$ cat src/gnp_pkg.sv
// constants of the next-page and gigabit master/slave management registers
// assumes a 5-bit register address and 16-bit register data from the management front end
`default_nettype none
package gnp_pkg;

    typedef logic [4:0] gnp_addr_t;
    typedef logic [15:0] gnp_word_t;

    // register offsets
    localparam gnp_addr_t GNP_OFS_NP_TX = 5'h07;
    localparam gnp_addr_t GNP_OFS_NP_RX = 5'h08;
    localparam gnp_addr_t GNP_OFS_GCTRL = 5'h09;
    localparam gnp_addr_t GNP_OFS_GSTAT = 5'h0A;
    localparam gnp_addr_t GNP_OFS_EXTST = 5'h0F;

    // reset values
    localparam gnp_word_t GNP_RST_NP_TX = 16'h2001;
    localparam gnp_word_t GNP_RST_NP_RX = 16'h0000;
    localparam gnp_word_t GNP_RST_GCTRL = 16'h0200;
    localparam gnp_word_t GNP_VAL_EXTST = 16'h3000;

    // next page field positions (both page registers)
    localparam int GNP_NP_MORE = 15;
    localparam int GNP_NP_ACK = 14;
    localparam int GNP_NP_MSG = 13;
    localparam int GNP_NP_COMPLY = 12;
    localparam int GNP_NP_FLIP = 11;
    localparam int GNP_NP_CODE_W = 11;

    // gigabit control field positions
    localparam int GNP_GC_TEST_HI = 15;
    localparam int GNP_GC_TEST_LO = 13;
    localparam int GNP_GC_MS_MANUAL = 12;
    localparam int GNP_GC_MS_MASTER = 11;
    localparam int GNP_GC_MULTIPORT = 10;
    localparam int GNP_GC_ADV_FULL = 9;
    localparam int GNP_GC_ADV_HALF = 8;

    // test mode codes
    typedef enum logic [2:0] {
        GNP_TM_NORMAL = 3'h0,
        GNP_TM_WAVEFORM = 3'h1,
        GNP_TM_MASTER_JITTER = 3'h2,
        GNP_TM_SLAVE_JITTER = 3'h3,
        GNP_TM_DISTORTION = 3'h4
    } gnp_test_mode_e;

    localparam int GNP_IDLE_CNT_W = 8;

endpackage
`default_nettype wire

$ cat src/gnp_idle_cnt.sv
// saturating idle error counter, cleared by a read of gigabit status
// assumes clr and inc are synchronous one-cycle pulses
`timescale 1ns/1ps
`default_nettype none
module gnp_idle_cnt #(
    parameter int WIDTH = 8
) (
    input wire logic ref_clk,
    input wire logic rst_n,
    input wire logic inc,
    input wire logic clr,
    output logic [WIDTH-1:0] count_r
);
    localparam logic [WIDTH-1:0] CNT_MAX = {WIDTH{1'b1}};
    localparam logic [WIDTH-1:0] CNT_ONE = {{(WIDTH-1){1'b0}}, 1'b1};

    logic [WIDTH-1:0] count_nxt;

    // an error in the clearing cycle is counted afresh, never lost
    always_comb begin
        if (clr) begin
            count_nxt = inc ? CNT_ONE : '0;
        end else if (inc && count_r != CNT_MAX) begin
            count_nxt = count_r + CNT_ONE;
        end else begin
            count_nxt = count_r;
        end
    end

    always_ff @(posedge ref_clk) begin
        if (!rst_n) begin
            count_r <= '0;
        end else begin
            count_r <= count_nxt;
        end
    end

    property p_idle_saturate;
        @(posedge ref_clk) disable iff (!rst_n)
        (count_r == CNT_MAX && inc && !clr) |=> (count_r == CNT_MAX);
    endproperty
    a_idle_saturate: assert property (p_idle_saturate) else $error("idle count wrapped");

    property p_idle_clear;
        @(posedge ref_clk) disable iff (!rst_n)
        clr |=> (count_r == (($past(inc)) ? CNT_ONE : '0));
    endproperty
    a_idle_clear: assert property (p_idle_clear) else $error("idle count not restarted");

    c_idle_full: cover property (@(posedge ref_clk) disable iff (!rst_n) count_r == CNT_MAX && inc);

endmodule // gnp_idle_cnt
`default_nettype wire

$ cat src/gnp_regs.sv
// next-page and gigabit master/slave management registers of a copper gigabit PHY
// assumes a management front end that issues one-cycle read/write strobes with a 5-bit
// address, and a negotiation core that gives synchronous pulses and levels on ref_clk
`timescale 1ns/1ps
`default_nettype none

module gnp_regs (
    input wire logic ref_clk,
    input wire logic rst_n,
    input wire gnp_pkg::gnp_addr_t reg_addr,
    input wire logic reg_wr,
    input wire logic reg_rd,
    input wire gnp_pkg::gnp_word_t reg_wdata,
    output gnp_pkg::gnp_word_t reg_rdata,
    output logic reg_rvalid,
    input wire logic np_rx_valid,
    input wire gnp_pkg::gnp_word_t np_rx_page,
    input wire logic np_tx_done,
    output gnp_pkg::gnp_word_t np_tx_page,
    output logic [2:0] test_mode,
    output logic ms_manual,
    output logic ms_force_master,
    output logic port_multi,
    output logic adv_gig_full,
    output logic adv_gig_half,
    input wire logic ms_fault,
    input wire logic ms_master,
    input wire logic local_rx_ok,
    input wire logic remote_rx_ok,
    input wire logic partner_gig_full_ability,
    input wire logic partner_gig_half_ability,
    input wire logic idle_err
);
    import gnp_pkg::*;

    logic wr_np_tx;
    logic wr_gctrl;
    logic rd_gstat;

    // outgoing page fields
    logic np_more_r;
    logic np_msg_r;
    logic np_comply_r;
    logic outgoing_page_flip_r;
    logic [GNP_NP_CODE_W-1:0] np_code_r;

    // received page and control
    gnp_word_t partner_np_r;
    gnp_word_t gctrl_r;
    logic [GNP_IDLE_CNT_W-1:0] idle_cnt;
    gnp_word_t rdata_nxt;

    assign wr_np_tx = reg_wr && reg_addr == GNP_OFS_NP_TX;
    assign wr_gctrl = reg_wr && reg_addr == GNP_OFS_GCTRL;
    assign rd_gstat = reg_rd && reg_addr == GNP_OFS_GSTAT;

    function automatic gnp_word_t np_tx_word(input logic more, input logic msg, input logic comply,
                                             input logic flip, input logic [GNP_NP_CODE_W-1:0] code);
        np_tx_word = {more, 1'b0, msg, comply, flip, code};
    endfunction

    // writable fields of the outgoing page; bit 14 is not stored and reads zero
    always_ff @(posedge ref_clk) begin
        if (!rst_n) begin
            np_more_r <= GNP_RST_NP_TX[GNP_NP_MORE];
            np_msg_r <= GNP_RST_NP_TX[GNP_NP_MSG];
            np_comply_r <= GNP_RST_NP_TX[GNP_NP_COMPLY];
            np_code_r <= GNP_RST_NP_TX[GNP_NP_CODE_W-1:0];
        end else if (wr_np_tx) begin
            np_more_r <= reg_wdata[GNP_NP_MORE];
            np_msg_r <= reg_wdata[GNP_NP_MSG];
            np_comply_r <= reg_wdata[GNP_NP_COMPLY];
            np_code_r <= reg_wdata[GNP_NP_CODE_W-1:0];
        end
    end

    // software cannot touch the flip; it inverts once per completed page exchange
    always_ff @(posedge ref_clk) begin
        if (!rst_n) begin
            outgoing_page_flip_r <= GNP_RST_NP_TX[GNP_NP_FLIP];
        end else if (np_tx_done) begin
            outgoing_page_flip_r <= !outgoing_page_flip_r;
        end
    end

    // partner next pages land here rather than in the base ability register
    always_ff @(posedge ref_clk) begin
        if (!rst_n) begin
            partner_np_r <= GNP_RST_NP_RX;
        end else if (np_rx_valid) begin
            partner_np_r <= np_rx_page;
        end
    end

    // reserved low byte is stored as written; software is expected to keep it zero
    always_ff @(posedge ref_clk) begin
        if (!rst_n) begin
            gctrl_r <= GNP_RST_GCTRL;
        end else if (wr_gctrl) begin
            gctrl_r <= reg_wdata;
        end
    end

    // control outputs to the negotiation core
    always_ff @(posedge ref_clk) begin
        if (!rst_n) begin
            test_mode <= GNP_TM_NORMAL;
            ms_manual <= GNP_RST_GCTRL[GNP_GC_MS_MANUAL];
            ms_force_master <= 1'b0;
            port_multi <= GNP_RST_GCTRL[GNP_GC_MULTIPORT];
            adv_gig_full <= GNP_RST_GCTRL[GNP_GC_ADV_FULL];
            adv_gig_half <= GNP_RST_GCTRL[GNP_GC_ADV_HALF];
        end else begin
            // a reserved code would leave the line undefined, so it runs as normal instead
            test_mode <= (gctrl_r[GNP_GC_TEST_HI:GNP_GC_TEST_LO] > GNP_TM_DISTORTION) ?
                         GNP_TM_NORMAL : gctrl_r[GNP_GC_TEST_HI:GNP_GC_TEST_LO];
            ms_manual <= gctrl_r[GNP_GC_MS_MANUAL];
            ms_force_master <= gctrl_r[GNP_GC_MS_MANUAL] && gctrl_r[GNP_GC_MS_MASTER];
            port_multi <= gctrl_r[GNP_GC_MULTIPORT];
            adv_gig_full <= gctrl_r[GNP_GC_ADV_FULL];
            adv_gig_half <= gctrl_r[GNP_GC_ADV_HALF];
        end
    end

    assign np_tx_page = np_tx_word(np_more_r, np_msg_r, np_comply_r, outgoing_page_flip_r, np_code_r);

    gnp_idle_cnt #(
        .WIDTH(GNP_IDLE_CNT_W)
    ) u_idle_cnt (
        .ref_clk(ref_clk),
        .rst_n(rst_n),
        .inc(idle_err),
        .clr(rd_gstat),
        .count_r(idle_cnt)
    );

    // read mux; unmapped offsets read as zero
    always_comb begin
        case (reg_addr)
            GNP_OFS_NP_TX: rdata_nxt = np_tx_page;
            GNP_OFS_NP_RX: rdata_nxt = partner_np_r;
            GNP_OFS_GCTRL: rdata_nxt = gctrl_r;
            GNP_OFS_GSTAT: rdata_nxt = {ms_fault, ms_master, local_rx_ok, remote_rx_ok,
                                        partner_gig_full_ability, partner_gig_half_ability,
                                        2'h0, idle_cnt};
            GNP_OFS_EXTST: rdata_nxt = GNP_VAL_EXTST;
            default: rdata_nxt = 16'h0000;
        endcase
    end

    always_ff @(posedge ref_clk) begin
        if (!rst_n) begin
            reg_rdata <= 16'h0000;
            reg_rvalid <= 1'b0;
        end else begin
            reg_rvalid <= reg_rd;
            if (reg_rd) begin
                reg_rdata <= rdata_nxt;
            end
        end
    end

    property p_np_more;
        @(posedge ref_clk) disable iff (!rst_n)
        wr_np_tx |=> np_tx_page[GNP_NP_MORE] == $past(reg_wdata[GNP_NP_MORE]);
    endproperty
    a_np_more: assert property (p_np_more) else $error("more-pages bit not written");

    property p_np_msg;
        @(posedge ref_clk) disable iff (!rst_n)
        wr_np_tx |=> np_tx_page[GNP_NP_MSG] == $past(reg_wdata[GNP_NP_MSG]) && !np_tx_page[GNP_NP_ACK];
    endproperty
    a_np_msg: assert property (p_np_msg) else $error("message bit wrong");

    property p_np_comply;
        @(posedge ref_clk) disable iff (!rst_n)
        wr_np_tx |=> np_tx_page[GNP_NP_COMPLY] == $past(reg_wdata[GNP_NP_COMPLY]);
    endproperty
    a_np_comply: assert property (p_np_comply) else $error("comply bit wrong");

    property p_np_flip;
        @(posedge ref_clk) disable iff (!rst_n)
        np_tx_done |=> np_tx_page[GNP_NP_FLIP] != $past(np_tx_page[GNP_NP_FLIP]);
    endproperty
    a_np_flip: assert property (p_np_flip) else $error("flip did not invert");

    property p_np_flip_ro;
        @(posedge ref_clk) disable iff (!rst_n)
        (wr_np_tx && !np_tx_done) |=> $stable(np_tx_page[GNP_NP_FLIP]);
    endproperty
    a_np_flip_ro: assert property (p_np_flip_ro) else $error("flip changed by a write");

    property p_np_code;
        @(posedge ref_clk) disable iff (!rst_n)
        wr_np_tx |=> np_tx_page[GNP_NP_CODE_W-1:0] == $past(reg_wdata[GNP_NP_CODE_W-1:0]);
    endproperty
    a_np_code: assert property (p_np_code) else $error("code field wrong");

    property p_rx_store;
        @(posedge ref_clk) disable iff (!rst_n)
        np_rx_valid ##1 !np_rx_valid ##1 (reg_rd && reg_addr == GNP_OFS_NP_RX && !np_rx_valid)
            |=> reg_rvalid && reg_rdata == $past(np_rx_page, 3);
    endproperty
    a_rx_store: assert property (p_rx_store) else $error("partner page not stored");

    property p_test_mode;
        @(posedge ref_clk) disable iff (!rst_n)
        (wr_gctrl && reg_wdata[GNP_GC_TEST_HI:GNP_GC_TEST_LO] <= GNP_TM_DISTORTION) ##1 !wr_gctrl
            |=> test_mode == $past(reg_wdata[GNP_GC_TEST_HI:GNP_GC_TEST_LO], 2);
    endproperty
    a_test_mode: assert property (p_test_mode) else $error("test mode not applied");

    property p_force_ignored;
        @(posedge ref_clk) disable iff (!rst_n)
        !gctrl_r[GNP_GC_MS_MANUAL] |=> !ms_force_master && !ms_manual;
    endproperty
    a_force_ignored: assert property (p_force_ignored) else $error("role forced while automatic");

    property p_adv;
        @(posedge ref_clk) disable iff (!rst_n)
        wr_gctrl ##1 !wr_gctrl |=> adv_gig_full == $past(reg_wdata[GNP_GC_ADV_FULL], 2)
            && adv_gig_half == $past(reg_wdata[GNP_GC_ADV_HALF], 2);
    endproperty
    a_adv: assert property (p_adv) else $error("duplex advertisement wrong");

    property p_status_read;
        @(posedge ref_clk) disable iff (!rst_n)
        rd_gstat |=> reg_rvalid && reg_rdata[15:10] == $past({ms_fault, ms_master, local_rx_ok,
            remote_rx_ok, partner_gig_full_ability, partner_gig_half_ability});
    endproperty
    a_status_read: assert property (p_status_read) else $error("status bits wrong");

    property p_ext_read;
        @(posedge ref_clk) disable iff (!rst_n)
        (reg_rd && reg_addr == GNP_OFS_EXTST) |=> reg_rvalid && reg_rdata == 16'h3000;
    endproperty
    a_ext_read: assert property (p_ext_read) else $error("extended status wrong");

    property p_rx_ro;
        @(posedge ref_clk) disable iff (!rst_n)
        (reg_wr && reg_addr == GNP_OFS_NP_RX && !np_rx_valid) |=> $stable(partner_np_r);
    endproperty
    a_rx_ro: assert property (p_rx_ro) else $error("partner page changed by a write");

    property p_rx_flip;
        @(posedge ref_clk) disable iff (!rst_n)
        np_rx_valid |=> partner_np_r[GNP_NP_FLIP] == $past(np_rx_page[GNP_NP_FLIP]);
    endproperty
    a_rx_flip: assert property (p_rx_flip) else $error("partner flip not kept");

    property p_role_ctrl;
        @(posedge ref_clk) disable iff (!rst_n)
        wr_gctrl ##1 !wr_gctrl |=> ms_manual == $past(reg_wdata[GNP_GC_MS_MANUAL], 2)
            && ms_force_master == ($past(reg_wdata[GNP_GC_MS_MANUAL], 2)
            && $past(reg_wdata[GNP_GC_MS_MASTER], 2));
    endproperty
    a_role_ctrl: assert property (p_role_ctrl) else $error("role control not applied");

    property p_port_type;
        @(posedge ref_clk) disable iff (!rst_n)
        wr_gctrl ##1 !wr_gctrl |=> port_multi == $past(reg_wdata[GNP_GC_MULTIPORT], 2);
    endproperty
    a_port_type: assert property (p_port_type) else $error("port type not applied");

    property p_status_rsvd;
        @(posedge ref_clk) disable iff (!rst_n)
        rd_gstat |=> reg_rdata[9:8] == 2'h0;
    endproperty
    a_status_rsvd: assert property (p_status_rsvd) else $error("status reserved bits set");

    // reset is synchronous, so a single low edge must already load every documented value
    property p_reset_vals;
        @(posedge ref_clk)
        !rst_n |=> np_tx_page == GNP_RST_NP_TX && partner_np_r == GNP_RST_NP_RX && gctrl_r == GNP_RST_GCTRL
            && !reg_rvalid && test_mode == GNP_TM_NORMAL && adv_gig_full && !adv_gig_half;
    endproperty
    a_reset_vals: assert property (p_reset_vals) else $error("reset values wrong");

    c_page_exchange: cover property (@(posedge ref_clk) disable iff (!rst_n) np_tx_done ##1 np_rx_valid);
    c_manual_master: cover property (@(posedge ref_clk) disable iff (!rst_n) ms_force_master);
    c_status_clear: cover property (@(posedge ref_clk) disable iff (!rst_n) rd_gstat && idle_err);

endmodule // gnp_regs
`default_nettype wire

$ cat config.mk
export PLATFORM = sky130hd
export DESIGN_NAME = gnp_regs
export DESIGN_NICKNAME = d
export VERILOG_FILES = /design/src/gnp_pkg.sv /design/src/gnp_idle_cnt.sv /design/src/gnp_regs.sv
export SDC_FILE = /design/constraint.sdc
export NUM_CORES = 1
export LEC_CHECK = 0
export BUFFER_PORTS_ARGS = -buffer_cell sky130_fd_sc_hd__buf_4
export CORE_ASPECT_RATIO = 0.7
export CORE_MARGIN = 2
export CORE_UTILIZATION = 54
export CTS_CLUSTER_DIAMETER = 100
export DETAILED_ROUTE_END_ITERATION = 10
export GPL_ROUTABILITY_DRIVEN = 0
export PLACE_DENSITY_LB_ADDON = 0.25
export REMOVE_ABC_BUFFERS = 1
export SYNTH_ARGS = -nofsm -noshare
export SYNTH_HDL_FRONTEND = slang
export SYNTH_SLANG_ARGS = --single-unit
$ cat constraint.sdc
create_clock -name ref_clk -period 3.9 [get_ports ref_clk]
set_input_delay 0.78 -clock ref_clk [delete_from_list [all_inputs] [get_ports ref_clk]]
set_output_delay 0.78 -clock ref_clk [all_outputs]
set_load 0.05 [all_outputs]
==> PnR_summary.wiki <==
{| class="wikitable"
! Metric !! Value
|-
| Number of global-route vias before repair || 2741
|-
| Outcome || completed
|-
| Fraction of synthesis flops using an asynchronous set or reset pin || 0%
|-
| Post-Route WL || 8390 um
|-
| Number of port buffers || 89
|-
| Pin count of the biggest net entering global routing || 62
|-
| Switching component of the power || 0.000390 W
|-
| Portion of total power attributed to sequential cells || 52.0%
|-
| Net count of the finished layout || 488
|-
| Horizontal extent of the die || 98.8 um
|-
| Tot Pwr || 0.00162 W
|-
| Core Footprint || 6160 um^2
|-
| Floorplan row count || 24
|-
| Period utilization || 63.2%
|-
| Cell count of the worst reg-to-reg path || 5
|-
| Sort of element at the end of the critical path || register
|-
| Clock slew at the register clock pins of the worst setup and hold paths || 0.08 ns
|-
| Post-layout util || 68.8%
|-
| Arr. time, crit path || 2.69 ns
|-
| Number of different library cells in the post-synthesis netlist || 46
|-
| Total gr overflow || 0
|-
| Boundary pin count || 91
|-
| Setup violations, final || 0
|-
| Mapped Area || 3390 um^2
|-
| Required time of the worst setup path || 4.13 ns
|-
| Number of synthesized register bits || 80
|-
| Shortest clock period the worst path allows after layout || 2.47 ns
|-
| Worst-margin pin slew || 1.10 ns
|-
| Number of H-tree branching levels || 3
|-
| Clk Latency, worst-skew pair || 0.35 ns
|-
| Total of fill cells in the finished design || 484
|-
| CTS Hold Bufs || 0
|-
| Leakage power || 1.72 nW
|-
| Die Footprint || 6950 um^2
|-
| Destination of the worst register-to-register timing path || u_idle_cnt.count_r[0]$_SDFFE_PN0P_
|-
| Gates resized, CTS repair || 0
|-
| Synth warnings || 0
|-
| DIE HEIGHT || 70.3 um
|-
| First-pass GRT wire length || 13500 um
|-
| Combinational group share of total power || 9.3%
|-
| Clock skew after layout || 0.00566 ns
|-
| Slack of the worst reg-to-reg path || 2.14 ns
|-
| Antenna violations before repair || 0
|-
| Worst flop-to-flop path startpoint || u_idle_cnt.count_r[1]$_SDFFE_PN0P_
|-
| Total power divided by cell area || 383 nW/um^2
|-
| Area added between synthesis and finish || 24.7%
|-
| TritonCTS clock tree || done
|-
| Max Transition Viols Final || 0
|-
| Startpoint-to-endpoint class of the critical path || input port to register
|-
| Worst hold margin || 0.465 ns
|-
| Ys flop type || dfxtp_1
|-
| Crit-path cells || buf_4, nand4b_1, nor3b_4, mux2i_1, nand2_1
|-
| Placed wire-length estimate after detailed placement || 5650 um
|-
| Largest vdd supply drop || 0.000241 V
|-
| DRC violations left || 0
|-
| Achievable Freq || 406 MHz
|-
| Internal power || 0.00123 W
|-
| Unrepaired setup endpoints after global routing || false
|-
| Fraction of the yosys area taken by sequential cells || 47.2%
|-
| # clock sinks || 80
|-
| Min-delay worst type || register to register
|-
| Post-CTS setup buffer count || 0
|-
| Antenna Diode Count || 0
|-
| Fraction of layout cells with a size suffix above 1 || 24.9%
|-
| Final Hold Violating Endpoints || 0
|-
| Tot GR Track Use || 24.9%
|-
| Worst-case clock buffer depth || 2
|-
| CTS Buf Count || 9
|-
| Iter 0 DRT Violations || 188
|-
| CP Launch Type || input port
|-
| Reported max-cap violation count || 0
|-
| Setup TNS after final layout || 0 ns
|-
| Drt wl/cell || 16.1 um
|-
| Share of power burned in the clock network || 38.6%
|-
| Synthesized netlist cell count || 363
|-
| Delay of the slowest cell on the worst path || 0.92 ns
|-
| Average size of a mapped cell || 9.35 um^2
|-
| Critical path origin || reg_addr[1]
|-
| Tightest slew margin relative to the limit || 26.2%
|-
| Vias per inst || 5.55
|-
| Switching share of power || 24.0%
|-
| Final antenna-violating net count || 0
|-
| Max Fanout on Critical Path || 19
|-
| Number of detailed-routing iterations run before antenna repair || 4
|-
| Worst path slowest cell || nor3b_4
|-
| Post-synth EDFFs || 0
|-
| Root buffer selected by CTS || clkbuf_8
|-
| Starting utilization of the core area || 55.1%
|-
| Vias after detailed routing || 2887
|-
| Worst Setup EP || np_msg_r$_SDFFE_PN1P_
|}
flip-flops by register name, indices dropped and copies added (netlist names), 3 cells and up:
signal              count
gctrl_r                16
np_code_r              11
partner_np_r           16
reg_rdata              16
test_mode               3
u_idle_cnt.count_r      8
placed cells by master (no fill, tap or decap), types with 2 or more instances in the layout:
cell and count:
nand3_1 6, a21oi_1 7, o221ai_1 2, mux2i_1 46, inv_1 2, buf_4 90, nor3_1 4, o21ai_0 18
clkinvlp_4 2, nor2_1 22, a22oi_1 2, and3_1 4, a221oi_1 11, nand2_1 57, mux2_2 2, a21boi_0 15
nand4_1 2, clkbuf_8 11, nor2b_1 29, and3b_1 2, and2_1 4, dfxtp_1 80, clkinv_2 2
worst min path at each step:
stage / from / endpoint / slack [ns] / cells after the start
floorplan: gctrl_r[9]$_SDFFE_PN1P_ / adv_gig_full$_SDFF_PN1_ / 0.43 / 1
global placement: reg_rdata[6]$_SDFFE_PN0P_ / reg_rdata[6]$_SDFFE_PN0P_ / 0.44 / 2
detailed placement: reg_rdata[6]$_SDFFE_PN0P_ / reg_rdata[6]$_SDFFE_PN0P_ / 0.45 / 2
CTS: reg_rdata[6]$_SDFFE_PN0P_ / reg_rdata[6]$_SDFFE_PN0P_ / 0.47 / 2
global route: reg_rdata[6]$_SDFFE_PN0P_ / reg_rdata[6]$_SDFFE_PN0P_ / 0.48 / 2
finish: reg_rdata[7]$_SDFFE_PN0P_ / reg_rdata[7]$_SDFFE_PN0P_ / 0.47 / 2
cells in the mapped netlist, drive strengths merged (2+ instances only):
master	instances	area, um^2
nor2b	29	181
clkbuf	14	55.1
and3	4	25.0
inv	2	7.51
mux2	2	22.5
dfxtp	80	1600
mux2i	46	460
nand2	57	214
a221oi	11	96.3
o21ai	18	90.1
and2	5	31.3
nand3	6	30.0
a22oi	2	15.0
o221ai	2	17.5
a21boi	15	113
nand4	2	12.5
nor2	22	82.6
buf	13	91.3
a21oi	7	35.0
nor3	4	20.0
and3b	2	17.5
through the flow:
| step | worst slack (ns) | instance area, um^2 | std cells |
|---|---|---|---|
| after floorplan | 1.55 | 3250 | 336 |
| after global placement | 1.17 | 4030 | 504 |
| after detailed placement | 1.11 | 4030 | 504 |
| after CTS | 1.43 | 4230 | 520 |
| after global routing | 1.34 | 4230 | 520 |
| final | 1.43 | 4230 | 520 |
layer usage:
metal	global-route usage, %	part of all wire, %	up-vias
li1	-	-	1400
met1	33.7	45	1368
met2	37.5	46	109
met3	8.51	7.7	10
met4	7.76	1.2	0
met5	0	0	-
critical path, delay by kind of cell:
kind / cells / cell delay [ns]
buffers and inverters: 1 / 0.31
muxes: 1 / 0.30
and+or+nand+nor: 3 / 1.30
cell families (layout without fill, tap and decap cells):
kind of cell	after synthesis	count (layout)	synth area share [%]
AOI/OAI and AO/OA	61	61	12.1
other	1	1	0.110
and+or+nand+nor	141	141	21.0
xor gates and xnor gates	2	2	0.516
muxes	48	48	14.2
DFF	80	80	47.2
adders and majority gates	1	1	0.369
buffers and inverters	29	108	4.53
layout make-up:
class / instances / area (um^2) / share of cell area [%]
flip-flops and latches: 80 / 1600 / 37.8
repair buffers: 90 / 676 / 16.0
multi-input cells: 254 / 1650 / 38.9
clock inverters: 5 / 55.1 / 1.30
inverters: 2 / 7.51 / 0.177
well taps: 78 / 97.6 / 2.30
clock buffers: 11 / 151 / 3.58
power by group through the flow:
stage          Combinational (W)  Clock, W  Sequential (W)
2_1_floorplan          0.0000552         0        0.000876
3_3_place_gp            0.000148         0        0.000863
3_5_place_dp            0.000152         0        0.000864
4_1_cts                 0.000152  0.000631        0.000845
5_1_grt                 0.000164  0.000667        0.000847
6_report                0.000152  0.000627        0.000845
(Power assumes the default switching activity.)
